==> src/rtl/ddc_pkg.sv <==
`default_nettype none
package ddc_pkg;

  // ****************************************************************
  // Register byte offsets
  // ****************************************************************
  localparam logic [4:0] OFS_SRC = 5'h00;
  localparam logic [4:0] OFS_DST = 5'h04;
  localparam logic [4:0] OFS_CNT = 5'h08;
  localparam logic [4:0] OFS_CTRL = 5'h0c;
  localparam logic [4:0] OFS_GOP = 5'h10;
  localparam logic [31:0] REG_RESET = 32'h0000_0000;

  // ****************************************************************
  // Channel control fields
  // ****************************************************************
  localparam int CTL_DE = 0;
  localparam int CTL_TE = 1;
  localparam int CTL_IE = 2;
  localparam int CTL_TS_LO = 3;
  localparam int CTL_TM = 5;
  localparam int CTL_DS = 6;
  localparam int CTL_RS_LO = 8;
  localparam int CTL_SM_LO = 12;
  localparam int CTL_DM_LO = 14;
  localparam int CTL_AL = 16;
  localparam int CTL_AM = 17;
  localparam int CTL_RL = 18;
  localparam logic [31:0] CTL_MASK = 32'h0007_ff7f;

  // ****************************************************************
  // Global operation fields and count width
  // ****************************************************************
  localparam int GOP_DME = 0;
  localparam int GOP_PR_LO = 8;
  localparam logic [15:0] GOP_MASK = 16'h0301;
  localparam int CNT_W = 24;
  localparam logic [23:0] CNT_ONE = 24'h00_0001;

  // ****************************************************************
  // Encodings
  // ****************************************************************
  localparam logic [3:0] RS_EXT = 4'h0;
  localparam logic [3:0] RS_AUTO = 4'h4;
  localparam logic [1:0] AM_INC = 2'h1;
  localparam logic [1:0] AM_DEC = 2'h2;
  localparam logic [1:0] SZ_BYTE = 2'h0;
  localparam logic [1:0] SZ_WORD = 2'h1;

  // ****************************************************************
  // Timing
  // ****************************************************************
  localparam int CLK_PERIOD_NS = 8;
  localparam int WR_STROBE_NS = 16;
  localparam int WR_STROBE_CYC =
    (WR_STROBE_NS + CLK_PERIOD_NS - 1) / CLK_PERIOD_NS;

  typedef enum logic [1:0] {
    ST_IDLE = 2'b00,
    ST_READ = 2'b01,
    ST_WRITE = 2'b10,
    ST_STEP = 2'b11
  } ddc_state_t;

  // Unit size in bytes
  function automatic logic [31:0] ddc_unit_bytes(input logic [1:0] sz);
    case (sz)
      SZ_BYTE: ddc_unit_bytes = 32'h0000_0001;
      SZ_WORD: ddc_unit_bytes = 32'h0000_0002;
      default: ddc_unit_bytes = 32'h0000_0004;
    endcase
  endfunction

  // Next address for a fixed, up or down mode
  function automatic logic [31:0] ddc_step_addr(input logic [31:0] a,
      input logic [1:0] mode, input logic [1:0] sz);
    case (mode)
      AM_INC: ddc_step_addr = a + ddc_unit_bytes(sz);
      AM_DEC: ddc_step_addr = a - ddc_unit_bytes(sz);
      default: ddc_step_addr = a;
    endcase
  endfunction

  // Byte-enable merge of a register write
  function automatic logic [31:0] ddc_merge(input logic [31:0] old,
      input logic [31:0] wd, input logic [3:0] be);
    for (int i = 0; i < 4; i++) begin
      ddc_merge[8*i +: 8] = be[i] ? wd[8*i +: 8] : old[8*i +: 8];
    end
  endfunction

endpackage
`default_nettype wire

==> src/rtl/ddc_channel.sv <==
// Overview of operation
// Source address fixed, up or down
// Destination address fixed, up or down
// Count uses low 24 bits only
// Count zero means 16,777,216 transfers
// Count decrements once per transfer
// Auto-request starts when run bit set
// Software programs everything before run bit
// Read source, write external, step, repeat
// Master enable gates all channel activity
// Global bits 9:8 hold channel order
// Control bits 15:14 destination step mode
// Control bits 13:12 source step mode
// Bits 11:8 choose request source
// Bit 5 selects burst bus mode
// Bits 4:3 choose transfer unit size
// Bit 2 enables end-of-count interrupt
// Hardware sets done flag at end
// Bit 6 chooses request pin sensing
// Bit 16 sets acknowledge polarity
// Bit 17 chooses acknowledge cycle
// Bit 18 sets accepted-output polarity
// Activation by pin, peripherals or auto
// Step size 1, 2 or 4 bytes
//
// Our own choices: register access over Avalon-MM and the address map.
`default_nettype none
module ddc_channel
  import ddc_pkg::*;
#(
  parameter int WR_CYC = WR_STROBE_CYC
) (
  input wire logic clk,
  input wire logic reset_n,
  input wire logic [4:0] avs_address,
  input wire logic avs_read,
  input wire logic avs_write,
  input wire logic [31:0] avs_writedata,
  input wire logic [3:0] avs_byteenable,
  output logic [31:0] avs_readdata,
  output logic avs_waitrequest,
  output logic src_rd_req,
  output logic [31:0] src_rd_addr,
  output logic [1:0] src_rd_size,
  input wire logic [31:0] src_rd_data,
  input wire logic src_rd_valid,
  output logic [31:0] ext_addr,
  output logic [31:0] ext_data,
  output logic sram_chip_select_n,
  output logic write_strobe_upper_n,
  output logic write_strobe_lower_n,
  input wire logic xfer_req_pin,
  input wire logic [15:0] periph_req,
  output logic xfer_ack_pin,
  output logic req_accept_pin,
  output logic bus_hold,
  output logic [1:0] chan_order,
  output logic irq
);

  // ****************************************************************
  // Register storage
  // ****************************************************************
  logic [31:0] dma_source_address;
  logic [31:0] dma_destination_address;
  logic [CNT_W-1:0] dma_transfer_count;
  logic [31:0] dma_channel_control;
  logic [15:0] dma_global_operation;
  ddc_state_t state;
  ddc_state_t next_state;
  logic [3:0] wr_cnt;
  logic req_pin_last;

  // ****************************************************************
  // Control field decode
  // ****************************************************************
  wire logic chan_run_bit = dma_channel_control[CTL_DE];
  wire logic count_done_flag = dma_channel_control[CTL_TE];
  wire logic count_done_irq_on = dma_channel_control[CTL_IE];
  wire logic [1:0] unit_size = dma_channel_control[CTL_TS_LO +: 2];
  wire logic burst_select = dma_channel_control[CTL_TM];
  wire logic req_pin_sense = dma_channel_control[CTL_DS];
  wire logic [3:0] request_source_sel = dma_channel_control[CTL_RS_LO +: 4];
  wire logic [1:0] src_step = dma_channel_control[CTL_SM_LO +: 2];
  wire logic [1:0] dst_step = dma_channel_control[CTL_DM_LO +: 2];
  wire logic ack_polarity = dma_channel_control[CTL_AL];
  wire logic ack_phase_sel = dma_channel_control[CTL_AM];
  wire logic req_check_polarity = dma_channel_control[CTL_RL];
  wire logic master_on_bit = dma_global_operation[GOP_DME];

  // ****************************************************************
  // Bus slave decode
  // ****************************************************************
  // Access is answered one cycle after it is seen
  wire logic bus_req = avs_read | avs_write;
  wire logic bus_take = bus_req & ~avs_waitrequest;
  wire logic wr_take = avs_write & ~avs_waitrequest;
  wire logic [4:0] reg_ofs = {avs_address[4:2], 2'b00};
  wire logic wr_src = wr_take & (reg_ofs == OFS_SRC);
  wire logic wr_dst = wr_take & (reg_ofs == OFS_DST);
  wire logic wr_cnt_reg = wr_take & (reg_ofs == OFS_CNT);
  wire logic wr_ctrl = wr_take & (reg_ofs == OFS_CTRL);
  wire logic wr_gop = wr_take & (reg_ofs == OFS_GOP);
  wire logic [31:0] cnt_word = {8'h00, dma_transfer_count};

  // Read data select; unmapped offsets read zero
  wire logic [31:0] rd_mux =
    (reg_ofs == OFS_SRC) ? dma_source_address :
    (reg_ofs == OFS_DST) ? dma_destination_address :
    (reg_ofs == OFS_CNT) ? cnt_word :
    (reg_ofs == OFS_CTRL) ? dma_channel_control :
    (reg_ofs == OFS_GOP) ? {16'h0000, dma_global_operation} :
    32'h0000_0000;

  // ****************************************************************
  // Request sources
  // ****************************************************************
  // Low level or falling edge on the request pin
  wire logic pin_req = req_pin_sense ?
    (req_pin_last & ~xfer_req_pin) : ~xfer_req_pin;
  wire logic src_is_ext = (request_source_sel == RS_EXT);
  wire logic src_is_auto = (request_source_sel == RS_AUTO);
  wire logic xfer_req = src_is_auto ? 1'b1 :
    src_is_ext ? pin_req :
    periph_req[request_source_sel];
  wire logic run_ok = chan_run_bit & master_on_bit &
                      ~count_done_flag;
  wire logic start = (state == ST_IDLE) & run_ok & xfer_req;
  wire logic last_unit = (dma_transfer_count == CNT_ONE);
  wire logic in_step = (state == ST_STEP);
  wire logic step_go = in_step & ~last_unit & burst_select &
                       run_ok;

  // ****************************************************************
  // Next-value logic for channel registers
  // ****************************************************************
  wire logic [31:0] next_src = in_step ?
    ddc_step_addr(dma_source_address, src_step, unit_size) :
    wr_src ? ddc_merge(dma_source_address, avs_writedata, avs_byteenable) :
    dma_source_address;
  wire logic [31:0] next_dst = in_step ?
    ddc_step_addr(dma_destination_address, dst_step, unit_size) :
    wr_dst ? ddc_merge(dma_destination_address, avs_writedata,
                       avs_byteenable) :
    dma_destination_address;
  wire logic [31:0] cnt_merged = ddc_merge(cnt_word, avs_writedata,
                                           avs_byteenable);
  // Zero wraps to all ones, giving the full 2^24 run
  wire logic [CNT_W-1:0] next_count = in_step ?
    dma_transfer_count - CNT_ONE :                  // see
    wr_cnt_reg ? cnt_merged[CNT_W-1:0] : dma_transfer_count;
  wire logic [31:0] ctrl_merged = ddc_merge(dma_channel_control,
                                            avs_writedata, avs_byteenable);
  // Done flag: hardware set beats a software clear
  wire logic te_set = in_step & last_unit;
  wire logic te_clr = wr_ctrl & avs_byteenable[0] & ~avs_writedata[CTL_TE];
  wire logic next_te = te_set | (count_done_flag & ~te_clr);
  wire logic [31:0] ctrl_sw = wr_ctrl ? (ctrl_merged & CTL_MASK) :
                                       dma_channel_control;
  wire logic [31:0] next_ctrl = {ctrl_sw[31:CTL_TE+1], next_te,
                                 ctrl_sw[CTL_DE]};
  wire logic [31:0] gop_merged = ddc_merge({16'h0000, dma_global_operation},
                                           avs_writedata, avs_byteenable);
  wire logic [15:0] next_gop = wr_gop ? (gop_merged[15:0] & GOP_MASK) :
                                        dma_global_operation;

  // ****************************************************************
  // Channel sequencer
  // ****************************************************************
  // Read source, write external, step addresses, repeat
  always_comb begin
    next_state = state;
    case (state)
      ST_IDLE: begin
        if (start) begin
          next_state = ST_READ;
        end
      end
      ST_READ: begin
        if (src_rd_valid) begin
          next_state = ST_WRITE;
        end
      end
      ST_WRITE: begin
        if (wr_cnt == 4'h0) begin
          next_state = ST_STEP;
        end
      end
      ST_STEP: begin
        next_state = step_go ? ST_READ : ST_IDLE;
      end
      default: begin
        next_state = ST_IDLE;
      end
    endcase
  end

  // Phase decode for the registered pin outputs
  wire logic issue_rd = start | step_go;
  wire logic enter_wr = (state == ST_READ) & src_rd_valid;
  wire logic leave_wr = (state == ST_WRITE) & (wr_cnt == 4'h0);
  wire logic next_strobe = enter_wr | ((state == ST_WRITE) & ~leave_wr);
  wire logic ack_active = ack_phase_sel ?
    (next_state == ST_WRITE) : (next_state == ST_READ);
  wire logic accept_now = start & src_is_ext;
  // Byte units take one lane, wider units both
  wire logic lane_upper = (unit_size != SZ_BYTE) | ~dma_destination_address[0];
  wire logic lane_lower = (unit_size != SZ_BYTE) | dma_destination_address[0];
  wire logic next_irq = count_done_irq_on & next_te &
                        next_ctrl[CTL_IE];

  // ****************************************************************
  // Registers
  // ****************************************************************
  // Bus slave handshake and read data
  always_ff @(posedge clk or negedge reset_n) begin
    if (!reset_n) begin
      avs_waitrequest <= 1'b1;
      avs_readdata <= REG_RESET;
    end else begin
      avs_waitrequest <= ~(bus_req & avs_waitrequest);
      avs_readdata <= rd_mux;
    end
  end

  // Software-visible registers
  always_ff @(posedge clk or negedge reset_n) begin
    if (!reset_n) begin
      dma_source_address <= REG_RESET;
      dma_destination_address <= REG_RESET;
      dma_transfer_count <= REG_RESET[CNT_W-1:0];
      dma_channel_control <= REG_RESET;
      dma_global_operation <= REG_RESET[15:0];
    end else begin
      dma_source_address <= next_src;
      dma_destination_address <= next_dst;
      dma_transfer_count <= next_count;
      dma_channel_control <= next_ctrl;
      dma_global_operation <= next_gop;
    end
  end

  // Sequencer state, strobe timer and request pin sample
  always_ff @(posedge clk or negedge reset_n) begin
    if (!reset_n) begin
      state <= ST_IDLE;
      wr_cnt <= 4'h0;
      req_pin_last <= 1'b1;
    end else begin
      state <= next_state;
      wr_cnt <= enter_wr ? 4'(WR_CYC - 1) :
                (wr_cnt != 4'h0) ? wr_cnt - 4'h1 : wr_cnt;
      req_pin_last <= xfer_req_pin;
    end
  end

  // Internal source read port
  always_ff @(posedge clk or negedge reset_n) begin
    if (!reset_n) begin
      src_rd_req <= 1'b0;
      src_rd_addr <= REG_RESET;
      src_rd_size <= SZ_BYTE;
    end else begin
      src_rd_req <= issue_rd | (src_rd_req & ~src_rd_valid);
      src_rd_addr <= issue_rd ? next_src : src_rd_addr;
      src_rd_size <= issue_rd ? unit_size : src_rd_size;
    end
  end

  // External write bus, strobes active low
  always_ff @(posedge clk or negedge reset_n) begin
    if (!reset_n) begin
      ext_addr <= REG_RESET;
      ext_data <= REG_RESET;
      sram_chip_select_n <= 1'b1;
      write_strobe_upper_n <= 1'b1;
      write_strobe_lower_n <= 1'b1;
    end else begin
      ext_addr <= enter_wr ? dma_destination_address : ext_addr;
      ext_data <= enter_wr ? src_rd_data : ext_data;
      sram_chip_select_n <= ~next_strobe;
      write_strobe_upper_n <= ~(next_strobe & lane_upper);
      write_strobe_lower_n <= ~(next_strobe & lane_lower);
    end
  end

  // Handshake pins, bus ownership and interrupt
  always_ff @(posedge clk or negedge reset_n) begin
    if (!reset_n) begin
      xfer_ack_pin <= 1'b0;
      req_accept_pin <= 1'b0;
      bus_hold <= 1'b0;
      chan_order <= 2'b00;
      irq <= 1'b0;
    end else begin
      xfer_ack_pin <= ack_active ^ next_ctrl[CTL_AL];
      req_accept_pin <= accept_now ^ next_ctrl[CTL_RL];
      bus_hold <= (next_state != ST_IDLE);
      chan_order <= next_gop[GOP_PR_LO +: 2];
      irq <= next_irq;
    end
  end
endmodule
`default_nettype wire

==> config.mk <==
export PLATFORM = sky130hd
export DESIGN_NAME = ddc_channel
export DESIGN_NICKNAME = d
export VERILOG_FILES = /design/src/rtl/ddc_pkg.sv /design/src/rtl/ddc_channel.sv
export SDC_FILE = /design/constraint.sdc
export NUM_CORES = 1
export LEC_CHECK = 0
export BUFFER_PORTS_ARGS = -buffer_cell sky130_fd_sc_hd__buf_4
export CAP_MARGIN = 20
export CORE_ASPECT_RATIO = 0.9
export CORE_UTILIZATION = 59
export CTS_BUF_LIST = sky130_fd_sc_hd__clkbuf_8
export DETAILED_ROUTE_END_ITERATION = 6
export PLACE_DENSITY = 0.83
export SLEW_MARGIN = 5
export SYNTH_ARGS = -nofsm -noshare
export SYNTH_HDL_FRONTEND = slang
export SYNTH_SLANG_ARGS = --single-unit
==> constraint.sdc <==
create_clock -name clk -period 3.9 [get_ports clk]
set_input_delay 0.195 -clock clk [delete_from_list [all_inputs] [get_ports clk]]
set_output_delay 0.195 -clock clk [all_outputs]
set_load 0.02 [all_outputs]
== Yosys cells after proc, flatten, opt, wreduce, memory -nomap -nowiden ==
Cells that the tools add are included.
Storage, ports and cells
  word-level logic and storage cells: 175
  output and inout port bits: 141
  bits in registers: 255
Cells by class
  add/sub/neg operators: 6
  order comparisons: 1
  reductions and logical operators: 27
  equal/unequal tests: 17
  bitwise gates (word level): 50
  multiplexer cells: 43
Operators by type and width (count)
  $mux 32: 10
  $pmux 32 s2: 2
  $mux 24: 3
  $mux 8: 9
  $add 32x32->32: 2
  $sub 32x32->32: 2
  $mux 19: 2
  $and 1x1->1: 28
  $eq 24x1->1 const B: 1
  $sub 24x1->24 const B: 1
  $reduce_bool 2->1: 9
  $reduce_and 2->1: 8
  $not 1->1: 13
  $reduce_and 3->1: 4
  $eq 2x1->1 const B: 5
  $eq 2x2->1 const B: 5
  $mux 10: 1
  $logic_not 4->1: 2
  $mux 4: 2
  $pmux 2 s4: 1
  $mux 7: 1
  $or 1x1->1: 7
  $eq 3x2->1 const B: 2
  $mux 1: 6
  other kinds (14): 18

== Longest topological paths before layout ==
Gate-level depths: netlist (run 1).
  depth after elaboration: 11
  gate-level depth with buffers: 12

== Least setup slack after synthesis (run 1) ==
OpenSTA, ideal clock, no wires.
  path kind: flip-flop to flip-flop
  start: reg dma_channel_control[12]
  end: reg dma_source_address[30]
  data required time: 3.763 ns
  path slack: 0.339 ns
  data arrival time: 3.423 ns
  cell stages (with the launch flop): 12
  path through: dfrtp_1 inv_1 ha_1 ha_1 a21o_1 a221o_1 a221o_2 o22a_2 a41o_4 a41oi_2 xor2_1 a21boi_1
On the way
  cells in the longest elaborated chain, start to end: 3
Ends and longest elaborated chain
  start: declaration: RTL line ddc_channel.sv:67  | logic [31:0] dma_channel_control;
  start signal: assignment: RTL line ddc_channel.sv:238  | dma_channel_control <= next_ctrl;
  $eq 2x2->1 / $eq 2x1->1 (equally long branches): RTL line ddc_pkg.sv:77  | case (mode)
  $pmux 32 s2 (*): RTL line ddc_pkg.sv:77
  $mux 32 (*): RTL line ddc_channel.sv:137  | wire logic [31:0] next_src = in_step ?
  net next_src[30]: RTL line ddc_channel.sv:137
  end signal: assignment: RTL line ddc_channel.sv:235  | dma_source_address <= next_src;
  end: declaration: RTL line ddc_channel.sv:64  | logic [31:0] dma_source_address;
Mark *: on every way through the listed nets, which the timed path passes. The rest lies on a longest branch.
A chain may end at the register's enable or synchronous reset.

== Worst setup path after layout (run 1) ==
  start: reg dma_channel_control[4]
  end: reg src_rd_addr[22]
On the way
  cells in the longest elaborated chain, start to end: 6
Ends and longest elaborated chain
  $eq 2x1->1 / $logic_not 2->1 (equally long branches): RTL line ddc_pkg.sv:67  | case (sz)
  $pmux 3 s2 (*): RTL line ddc_pkg.sv:67
  $mux 32: RTL line ddc_pkg.sv:77
  $sub 32x32->32 / $add 32x32->32 (equally long branches): RTL line ddc_pkg.sv:79, ddc_pkg.sv:78
  $pmux 32 s2 (*): RTL line ddc_pkg.sv:77
  $mux 32 (*): RTL line ddc_channel.sv:137
  net next_src[22]: RTL line ddc_channel.sv:137
  end signal: assignment: RTL line ddc_channel.sv:265  | src_rd_addr <= issue_rd ? next_src : src_rd_addr;
  end: declaration: RTL line ddc_channel.sv:43  | output logic [31:0] src_rd_addr,
Mark *: on every way through the listed nets, which the timed path passes. The rest lies on a longest branch. The select of a mux whose other input is x is not followed.

==> results.json, run 1 <==
{
  "fin_crit_sh": 0.954,
  "power_uw": 12500,
  "clk_pin_slew_worst_paths_ns": 0.06,
  "mostFrequentLayoutCell": "nand2_1",
  "hold_viol": 0,
  "synth.area.top_cells": "dfrtp_1 (42%), nand2_1 (7.5%), ha_1 (5.7%), a21oi_1 (4.1%), o21ai_0 (3.6%)",
  "drt_iter0_drc": 1256,
  "dpl_cell_area_um2": 17000,
  "synth_xor_area_frac": 0.0275,
  "drt-wirelength-per-cell_um": 20.0,
  "synthMuxAreaShare": 0.0866,
  "synthAdderAreaFrac": 0.0597,
  "synth_warnings": 0,
  "finClkSkew_ns": 0.0211,
  "cp_cell_sequence": "nor2_1, ha_1, inv_1, fa_1, a21oi_1, o211ai_1, a221o_2, o22a_2, a41o_4, xnor2_2, o211ai_2, mux2_4",
  "cp.buffers_inverters": 1,
  "drive_gt1_frac": 0.214,
  "cellLeakagePower_uw": 0.00914,
  "cp-end-kind": "register",
  "grt_overflow": 0,
  "hp-class": "input pin to register",
  "worstPathArrival_ns": 4.14,
  "hold_slack_ns": 0.0405,
  "fin_util": 0.756,
  "antenna_left": 0,
  "dieArea_um2": 25900,
  "core_um2": 24500,
  "gp_congestion": 0.931,
  "start_util": 0.609,
  "path_delay_family": "compound AO/OA/AOI/OAI gates",
  "ys_async_sr_fraction": 1.00,
  "die_h_um": 153,
  "io_pins": 236,
  "drc": 0,
  "final_area_um2": 18500,
  "crit_fanout": 8,
  "clock_latency_ns": 0.55,
  "synth-simple-area-share": 0.186,
  "grt_usage": 0.350,
  "first_global_vias": 13500,
  "synth_top_cell_by_area": "dfrtp_1",
  "drv_slew": 0,
  "cpMaxStageDelayCell": "dfrtp_1",
  "viasPerCell": 6.13,
  "cap_violations": 0,
  "synth_top_family_by_area": "simple AND/OR/NAND/NOR gates",
  "vias": 14000,
  "vdd_ir_drop_max_mv": 0.399,
  "dp_hpwl_um": 32700,
  "fillers": 1761,
  "fin_nets": 2073,
  "antennaDiodeCount": 0,
  "rsz0062_at_grt": "no",
  "wirelength_um": 45500,
  "ys_ff_latch": 255,
  "syn_nets": 1783,
  "ctsLongestPathBuffers": 3,
  "yosys.cell_types.count": 88,
  "grt_max_degree": 122,
  "relSlewSlack": 0.325,
  "cts_tree": "done",
  "postSynthCellCount": 1618,
  "setup-violations-final": 0,
  "cts_sinks": 255,
  "ctsResizeCount": 0,
  "cpPeakStageDelay_ns": 0.50,
  "rows": 54,
  "area.growth.synth_to_final_pct": 24.1,
  "cts_buffers": 43,
  "grt_pass1_wl_um": 71400,
  "syn_avg_cell_area_um2": 9.23,
  "cp.required_ns": 4.32,
  "synth_ff_type": "dfrtp_1",
  "final-seq-area_um2": 6390,
  "tns_ns": 0,
  "antenna_found_initial": 1,
  "multi_input_area_um2": 8100,
  "htree_levels": 2,
  "powerDensity_nw_per_um2": 677,
  "fmax_mhz": 269,
  "clock-root-buffer": "clkbuf_8",
  "synth_compound_area_frac": 0.182,
  "startpoint_type": "register",
  "synth_edf_count": 0,
  "crit_type": "register to register",
  "first_pass_iters": 6,
  "synth_top_area_frac": 0.419,
  "status": "complete, no violations",
  "finalCriticalPeriod_ns": 3.72,
  "worst_slew_pin_slew_ns": 1.01,
  "synth_area_um2": 14900,
  "die_width_um": 170,
  "synth-seq-area-share": 0.428,
  "portBuffers": 231,
  "layout_common_cells": "nand2_1 (298), buf_4 (252), dfrtp_1 (250)"
}
==> layer usage <==
metal | vias to the layer above | share of wire | track usage
li1 | 6403 | - | -
met1 | 6747 | 0.43 | 0.495
met2 | 694 | 0.44 | 0.531
met3 | 123 | 0.10 | 0.0800
met4 | 0 | 0.031 | 0.120
met5 | - | 0 | 0
==> worst reg2reg max path: stages, from the launching register on <==
cell      delay [ns]
dfrtp_1         0.50
nor2_1          0.37
ha_1            0.29
inv_1           0.07
fa_1            0.40
a21oi_1         0.21
o211ai_1        0.23
a221o_2         0.45
o22a_2          0.24
a41o_4          0.29
xnor2_2         0.14
o211ai_2        0.13
mux2_4          0.28
==> through the flow <==
stage                     std cells  worst slack, ns
after floorplan                1618            0.339
after global placement         2133            0.393
after detailed placement       2133            0.303
after CTS                      2276            0.264
after global routing           2277          0.00862
final                          2277            0.177
==> final cells by class <==
| class | instances | area share |
|---|---|---|
| multi-input combinational | 1253 | 0.437 |
| sequential | 255 | 0.345 |
| timing repair buffer | 320 | 0.140 |
| clock buffer | 54 | 0.0401 |
| tap | 336 | 0.0227 |
| clock inverter | 24 | 0.00830 |
| inverter | 35 | 0.00722 |
==> cells by family (layout without fill, tap and decap cells) <==
group	after synthesis	after routing
AOI/OAI and AO/OA	424	424
adders and majority gates	70	70
DFF	255	255
muxes	98	98
buffers and inverters	110	433
and+or+nand+nor	615	615
xor gates and xnor gates	46	46
==> final timing paths <==
path | start | end | slack (ns) | cells after the start
setup / recovery | dma_channel_control[4] | src_rd_addr[22] | 0.18 | 12
hold / removal | avs_writedata[23] | dma_transfer_count[23] | 0.04 | 3
setup reg to reg | dma_channel_control[4] | src_rd_addr[22] | 0.18 | 12
hold reg to reg | ext_data[1] | ext_data[1] | 0.47 | 2
max in group asynchronous | reset_n | src_rd_addr[25] | 2.46 | 3
min in group asynchronous | reset_n | ext_addr[8] | 0.33 | 2
==> Yosys cell counts, drive strengths merged, types with 6 or more instances <==
master,n
and2,11
ha,68
a21o,32
dfrtp,250
nor3,29
or3,7
xnor2,26
o22a,6
nand2b,18
a22oi,12
xor2,20
a21oi,122
o22ai,18
mux2,47
buf,21
o211ai,9
o21bai,9
nand4,6
nor2b,27
o21ai,109
nand3,36
nor4,20
and3,15
nor2,122
mux2i,31
a21boi,7
a31oi,13
o21a,14
nand2,299
inv,35
o221ai,6
a211oi,12
o31ai,10
mux4,20
clkbuf,54
nand3b,6
==> repair_timing <==
action                     in CTS  in global routing
setup endpoints to repair       0                  0
hold endpoints to repair      198                  0
setup buffers                   0                  0
hold buffers                   65                  0
==> where the power goes <==
part | total [µW] | switching [µW] | leakage, µW | internal [µW]
combinational | 5830 | 3330 | 0.00534 | 2500
sequential | 4250 | 804 | 0.00327 | 3450
clock | 2460 | 1080 | 0.000525 | 1380
Power figures use the tool's default switching activity.
==> inputs of run 2 (changes only) <==
--- a/config.mk
+++ b/config.mk
@@ -11,6 +11,7 @@
 export CORE_UTILIZATION = 59
 export CTS_BUF_LIST = sky130_fd_sc_hd__clkbuf_8
 export DETAILED_ROUTE_END_ITERATION = 6
+export MAX_ROUTING_LAYER = met4
 export PLACE_DENSITY = 0.83
 export SLEW_MARGIN = 5
 export SYNTH_ARGS = -nofsm -noshare
==> run 2 against run 1 <==
  * Worst setup slack better by 0.046 ns
  * Total power up 1.1%
  * Final cell count down 0.35%
  * Routed wire length up 0.39%
  * Global-route usage up 1.2 points
  * Combinational power about the same
  * Clock skew up 0.018 ns
  * Non-clock buffer count fell by 3
  * Via count is essentially flat
  * Die area stayed put
  * Count of clock-buffer cells in the layout unchanged
==> results.json, run 2 (synthesized netlist as in run 1, its figures left out) <==
{
  "cp.required_ns": 4.31,
  "powerDensity_nw_per_um2": 684,
  "fillers": 1703,
  "antenna_found_initial": 0,
  "holdBufCountCts": 62,
  "dp_hpwl_um": 33000,
  "setup-violations-final": 0,
  "cts_buffers": 42,
  "io_pins": 236,
  "core_um2": 24500,
  "start_util": 0.609,
  "htree_levels": 2,
  "clk_pin_slew_worst_paths_ns": 0.07,
  "clock-root-buffer": "clkbuf_8",
  "viasPerCell": 6.16,
  "rsz0062_at_grt": "no",
  "rrSetupSlack_ns": 0.22,
  "portBuffers": 231,
  "hold_viol": 0,
  "grt_max_degree": 110,
  "grt_pass1_wl_um": 71100,
  "tns_ns": 0,
  "crit_fanout": 8,
  "die_h_um": 153,
  "worst_slew_pin_slew_ns": 1.08,
  "antennaDiodeCount": 0,
  "finClkSkew_ns": 0.0389,
  "dieArea_um2": 25900,
  "mostFrequentLayoutCell": "nand2_1",
  "first_pass_iters": 5,
  "vdd_ir_drop_max_mv": 0.411,
  "finalCriticalPeriod_ns": 3.68,
  "cts_setup_buffers": 0,
  "area.growth.synth_to_final_pct": 24.2,
  "drive_gt1_frac": 0.217,
  "grt_overflow": 0,
  "first_global_vias": 13400,
  "hp-class": "input pin to register",
  "crit_type": "register to register",
  "clock_latency_ns": 0.56,
  "drv_slew": 0,
  "drt-wirelength-per-cell_um": 20.1,
  "layout_common_cells": "nand2_1 (298), buf_4 (252), dfrtp_1 (250)",
  "ctsResizeCount": 0,
  "grt_usage": 0.362,
  "fmax_mhz": 272,
  "wirelength_um": 45700,
  "drc": 0,
  "gp_congestion": 0.946,
  "cts_sinks": 255,
  "fin_nets": 2069,
  "cellLeakagePower_uw": 0.00911,
  "status": "complete, no violations",
  "cp-end-kind": "register",
  "power_uw": 12700,
  "relSlewSlack": 0.278,
  "rows": 54,
  "die_width_um": 170,
  "fin_crit_sh": 0.943,
  "cts_tree": "done",
  "drt_iter0_drc": 1407,
  "worstPathArrival_ns": 4.09,
  "antenna_left": 0,
  "ctsLongestPathBuffers": 3,
  "startpoint_type": "register",
  "vias": 14000,
  "cap_violations": 0
}
run 2: critical path, stage by stage, from the launching register on:
cell      delay [ns]
dfrtp_1         0.48
nor2_1          0.34
ha_1            0.26
inv_1           0.06
fa_1            0.39
a21oi_1         0.22
o211ai_1        0.24
a221o_2         0.46
o22a_2          0.24
a41o_4          0.29
xnor2_2         0.14
o211ai_2        0.14
mux2_4          0.28
run 2: final timing paths:
| path | cells past startpoint | startpoint | endpoint |
|---|---|---|---|
| min reg2reg | 2 | ext_addr[22] | ext_addr[22] |
| min in group asynchronous | 2 | reset_n | ext_addr[3] |
| max | 12 | dma_channel_control[4] | src_rd_addr[22] |
| max in group asynchronous | 3 | reset_n | src_rd_addr[24] |
| max reg2reg | 12 | dma_channel_control[4] | src_rd_addr[22] |
| min | 3 | avs_writedata[23] | dma_transfer_count[23] |
run 2: where the power goes:
group / switching [µW] / internal, µW
logic: 3330 / 2500
clock network: 1090 / 1500
registers: 811 / 3440
run 2: layer usage:
metal | global-route usage | vias up | part of all wire
li1 | - | 6401 | -
met1 | 0.501 | 6697 | 0.42
met2 | 0.536 | 770 | 0.44
met3 | 0.0748 | 100 | 0.11
met4 | 0.106 | 0 | 0.028
met5 | - | - | 0
run 2: final cells by class:
cell class	instances	area, µm²	area share
Tap cell	336	420	0.0227
Clock inverter	19	186	0.0101
Sequential cell	255	6390	0.345
Inverter	35	134	0.00722
Clock buffer	54	743	0.0401
Multi-Input combinational cell	1253	8100	0.437
Timing Repair Buffer	317	2570	0.138
run 2: stage by stage:
step | area, µm² | setup WS [ns] | hold WS, ns | util | std cells
6_report | 18500 | 0.223 | 0.0413 | 0.756 | 2269
5_1_grt | 18500 | 0.0640 | 0.0283 | 0.756 | 2269
4_1_cts | 18500 | 0.259 | 0.00249 | 0.755 | 2268
3_5_place_dp | 17000 | 0.289 | 0.311 | 0.692 | 2133
3_3_place_gp | 17000 | 0.373 | 0.314 | 0.692 | 2133
2_1_floorplan | 14900 | 0.339 | -0.101 | - | 1618
==> inputs of run 3 (changes only) <==
--- a/config.mk
+++ b/config.mk
@@ -8,11 +8,11 @@
 export BUFFER_PORTS_ARGS = -buffer_cell sky130_fd_sc_hd__buf_4
 export CAP_MARGIN = 20
 export CORE_ASPECT_RATIO = 0.9
-export CORE_UTILIZATION = 59
+export CORE_MARGIN = 2
+export CORE_UTILIZATION = 41
 export CTS_BUF_LIST = sky130_fd_sc_hd__clkbuf_8
 export DETAILED_ROUTE_END_ITERATION = 6
 export MAX_ROUTING_LAYER = met4
-export PLACE_DENSITY = 0.83
 export SLEW_MARGIN = 5
 export SYNTH_ARGS = -nofsm -noshare
 export SYNTH_HDL_FRONTEND = slang
==> run 3 against run 2 <==
  * Maximum frequency is 0.35% lower
  * Total power grew 0.58%
  * Flip-flop and latch count stayed put
  * Largest power group unchanged
==> results.json, run 3 (synthesized netlist as in run 1, its figures left out) <==
{
  "min_delay_path_depth": 2,
  "hp-class": "input pin to register",
  "tns_ns": 0,
  "drc": 0,
  "htree_levels": 2,
  "portBuffers": 231,
  "drive_gt1_frac": 0.221,
  "clock_latency_ns": 0.58,
  "area.growth.synth_to_final_pct": 26.2,
  "first_pass_iters": 7,
  "antenna_found_initial": 1,
  "clkPwrFrac": 0.209,
  "gp_congestion": 0.947,
  "cp-startpoint": "dma_channel_control[12]",
  "clk_pin_slew_worst_paths_ns": 0.06,
  "status": "complete, no violations",
  "ctsLongestPathBuffers": 3,
  "fmax_mhz": 271,
  "vias": 13500,
  "grt_overflow": 0,
  "pwr-share-comb": 0.456,
  "cellLeakagePower_uw": 0.00920,
  "rows": 66,
  "rsz0062_at_grt": "no",
  "fillers": 3324,
  "drt-wirelength-per-cell_um": 19.8,
  "antenna_left": 0,
  "grt_pass1_wl_um": 74400,
  "rr_startpoint": "dma_channel_control[12]",
  "start_util": 0.415,
  "grt_usage": 0.261,
  "dieArea_um2": 38000,
  "finClkSkew_ns": 0.0296,
  "min_from": "avs_address[4]",
  "core_um2": 36000,
  "cp.required_ns": 4.35,
  "die_width_um": 205,
  "vdd_ir_drop_max_mv": 0.327,
  "layout_common_cells": "nand2_1 (298), buf_4 (259), dfrtp_1 (250)",
  "setup-violations-final": 0,
  "place_ws_ns": 0.261,
  "clock-root-buffer": "clkbuf_8",
  "crit_type": "register to register",
  "cap_violations": 0,
  "cts_sinks": 255,
  "cp-end-kind": "register",
  "first_global_vias": 13200,
  "setup_slack_ns": 0.210,
  "drt_iter0_drc": 1204,
  "swShare": 0.412,
  "startpoint_type": "register",
  "cts_setup_buffers": 0,
  "io_pins": 236,
  "viasPerCell": 5.55,
  "cts_tree": "done",
  "dp_hpwl_um": 36100,
  "rr_worst_depth": 12,
  "fin_nets": 2081,
  "hold_viol": 0,
  "grt_max_degree": 119,
  "mostFrequentLayoutCell": "nand2_1",
  "wirelength_um": 48000,
  "seqPwrFrac": 0.335,
  "intPower_uw": 7500,
  "power_switching_uw": 5250,
  "finalCriticalPeriod_ns": 3.69,
  "cts_buffers": 44,
  "crit_fanout": 13,
  "powerDensity_nw_per_um2": 676,
  "relSlewSlack": 0.390,
  "drv_slew": 0,
  "worstPathArrival_ns": 4.14,
  "die_h_um": 185,
  "fin_crit_sh": 0.946,
  "worst_slew_pin_slew_ns": 0.916
}
-- run 3: power by group through the flow --
stage / clock (µW) / combinational (µW) / sequential (µW)
final: 2660 / 5820 / 4270
after global placement: 0 / 5670 / 4250
after global routing: 2860 / 6430 / 4360
after CTS: 2750 / 5800 / 4240
after detailed placement: 0 / 5710 / 4280
after floorplan: 0 / 3520 / 4460
-- run 3: final cells by class --
type	instances	area, µm²	share of cell area
multi-input cells	1253	8100	0.430
clock buffers	55	757	0.0402
repair buffers	327	2650	0.141
well taps	476	596	0.0316
inverters	35	134	0.00710
flip-flops and latches	255	6390	0.339
clock inverters	26	219	0.0116
diodes	1	2.50	0.000133
-- run 3: worst paths after layout --
path,endpoint,slack (ns)
worst max-delay path,src_rd_addr[31],0.21
worst min-delay path,avs_readdata[5],0.04
worst max register to register,src_rd_addr[31],0.21
worst min register to register,ext_data[18],0.47
max in group asynchronous,avs_readdata[17],2.68
min in group asynchronous,ext_data[23],0.26
-- run 3: per-stage QoR --
stage	hold WS (ns)	area, µm²	cells	utilization	total power, µW
CTS	0.00248	18800	2426	0.523	12800
global placement	0.327	17200	2279	0.477	9920
detailed placement	0.330	17200	2280	0.478	9990
global route	0.0417	18800	2428	0.524	13700
floorplan	-0.101	14900	1618	-	7980
finish	0.0410	18800	2428	0.524	12800
-- run 3: critical path, cell delays in order (launching register included) --
cell      delay [ns]
dfrtp_1         0.39
inv_1           0.08
ha_1            0.43
buf_4           0.30
ha_1            0.28
nand2_1         0.13
nor4_1          0.37
o211ai_1        0.27
a21oi_1         0.39
o2111a_1        0.25
nor3_1          0.07
o311a_1         0.35
o31ai_1         0.25
-- run 3: metal layers --
metal,part of all wire,GRT usage
met1,0.47,0.369
met2,0.43,0.381
met3,0.075,0.0464
met4,0.028,0.0788
met5,0,-
-- run 3: timing repair --
item                       4_1_cts  5_1_grt
setup endpoints to repair        0        3
gates resized for setup          0        1
hold buffers                    65        0
hold endpoints to repair       210        0
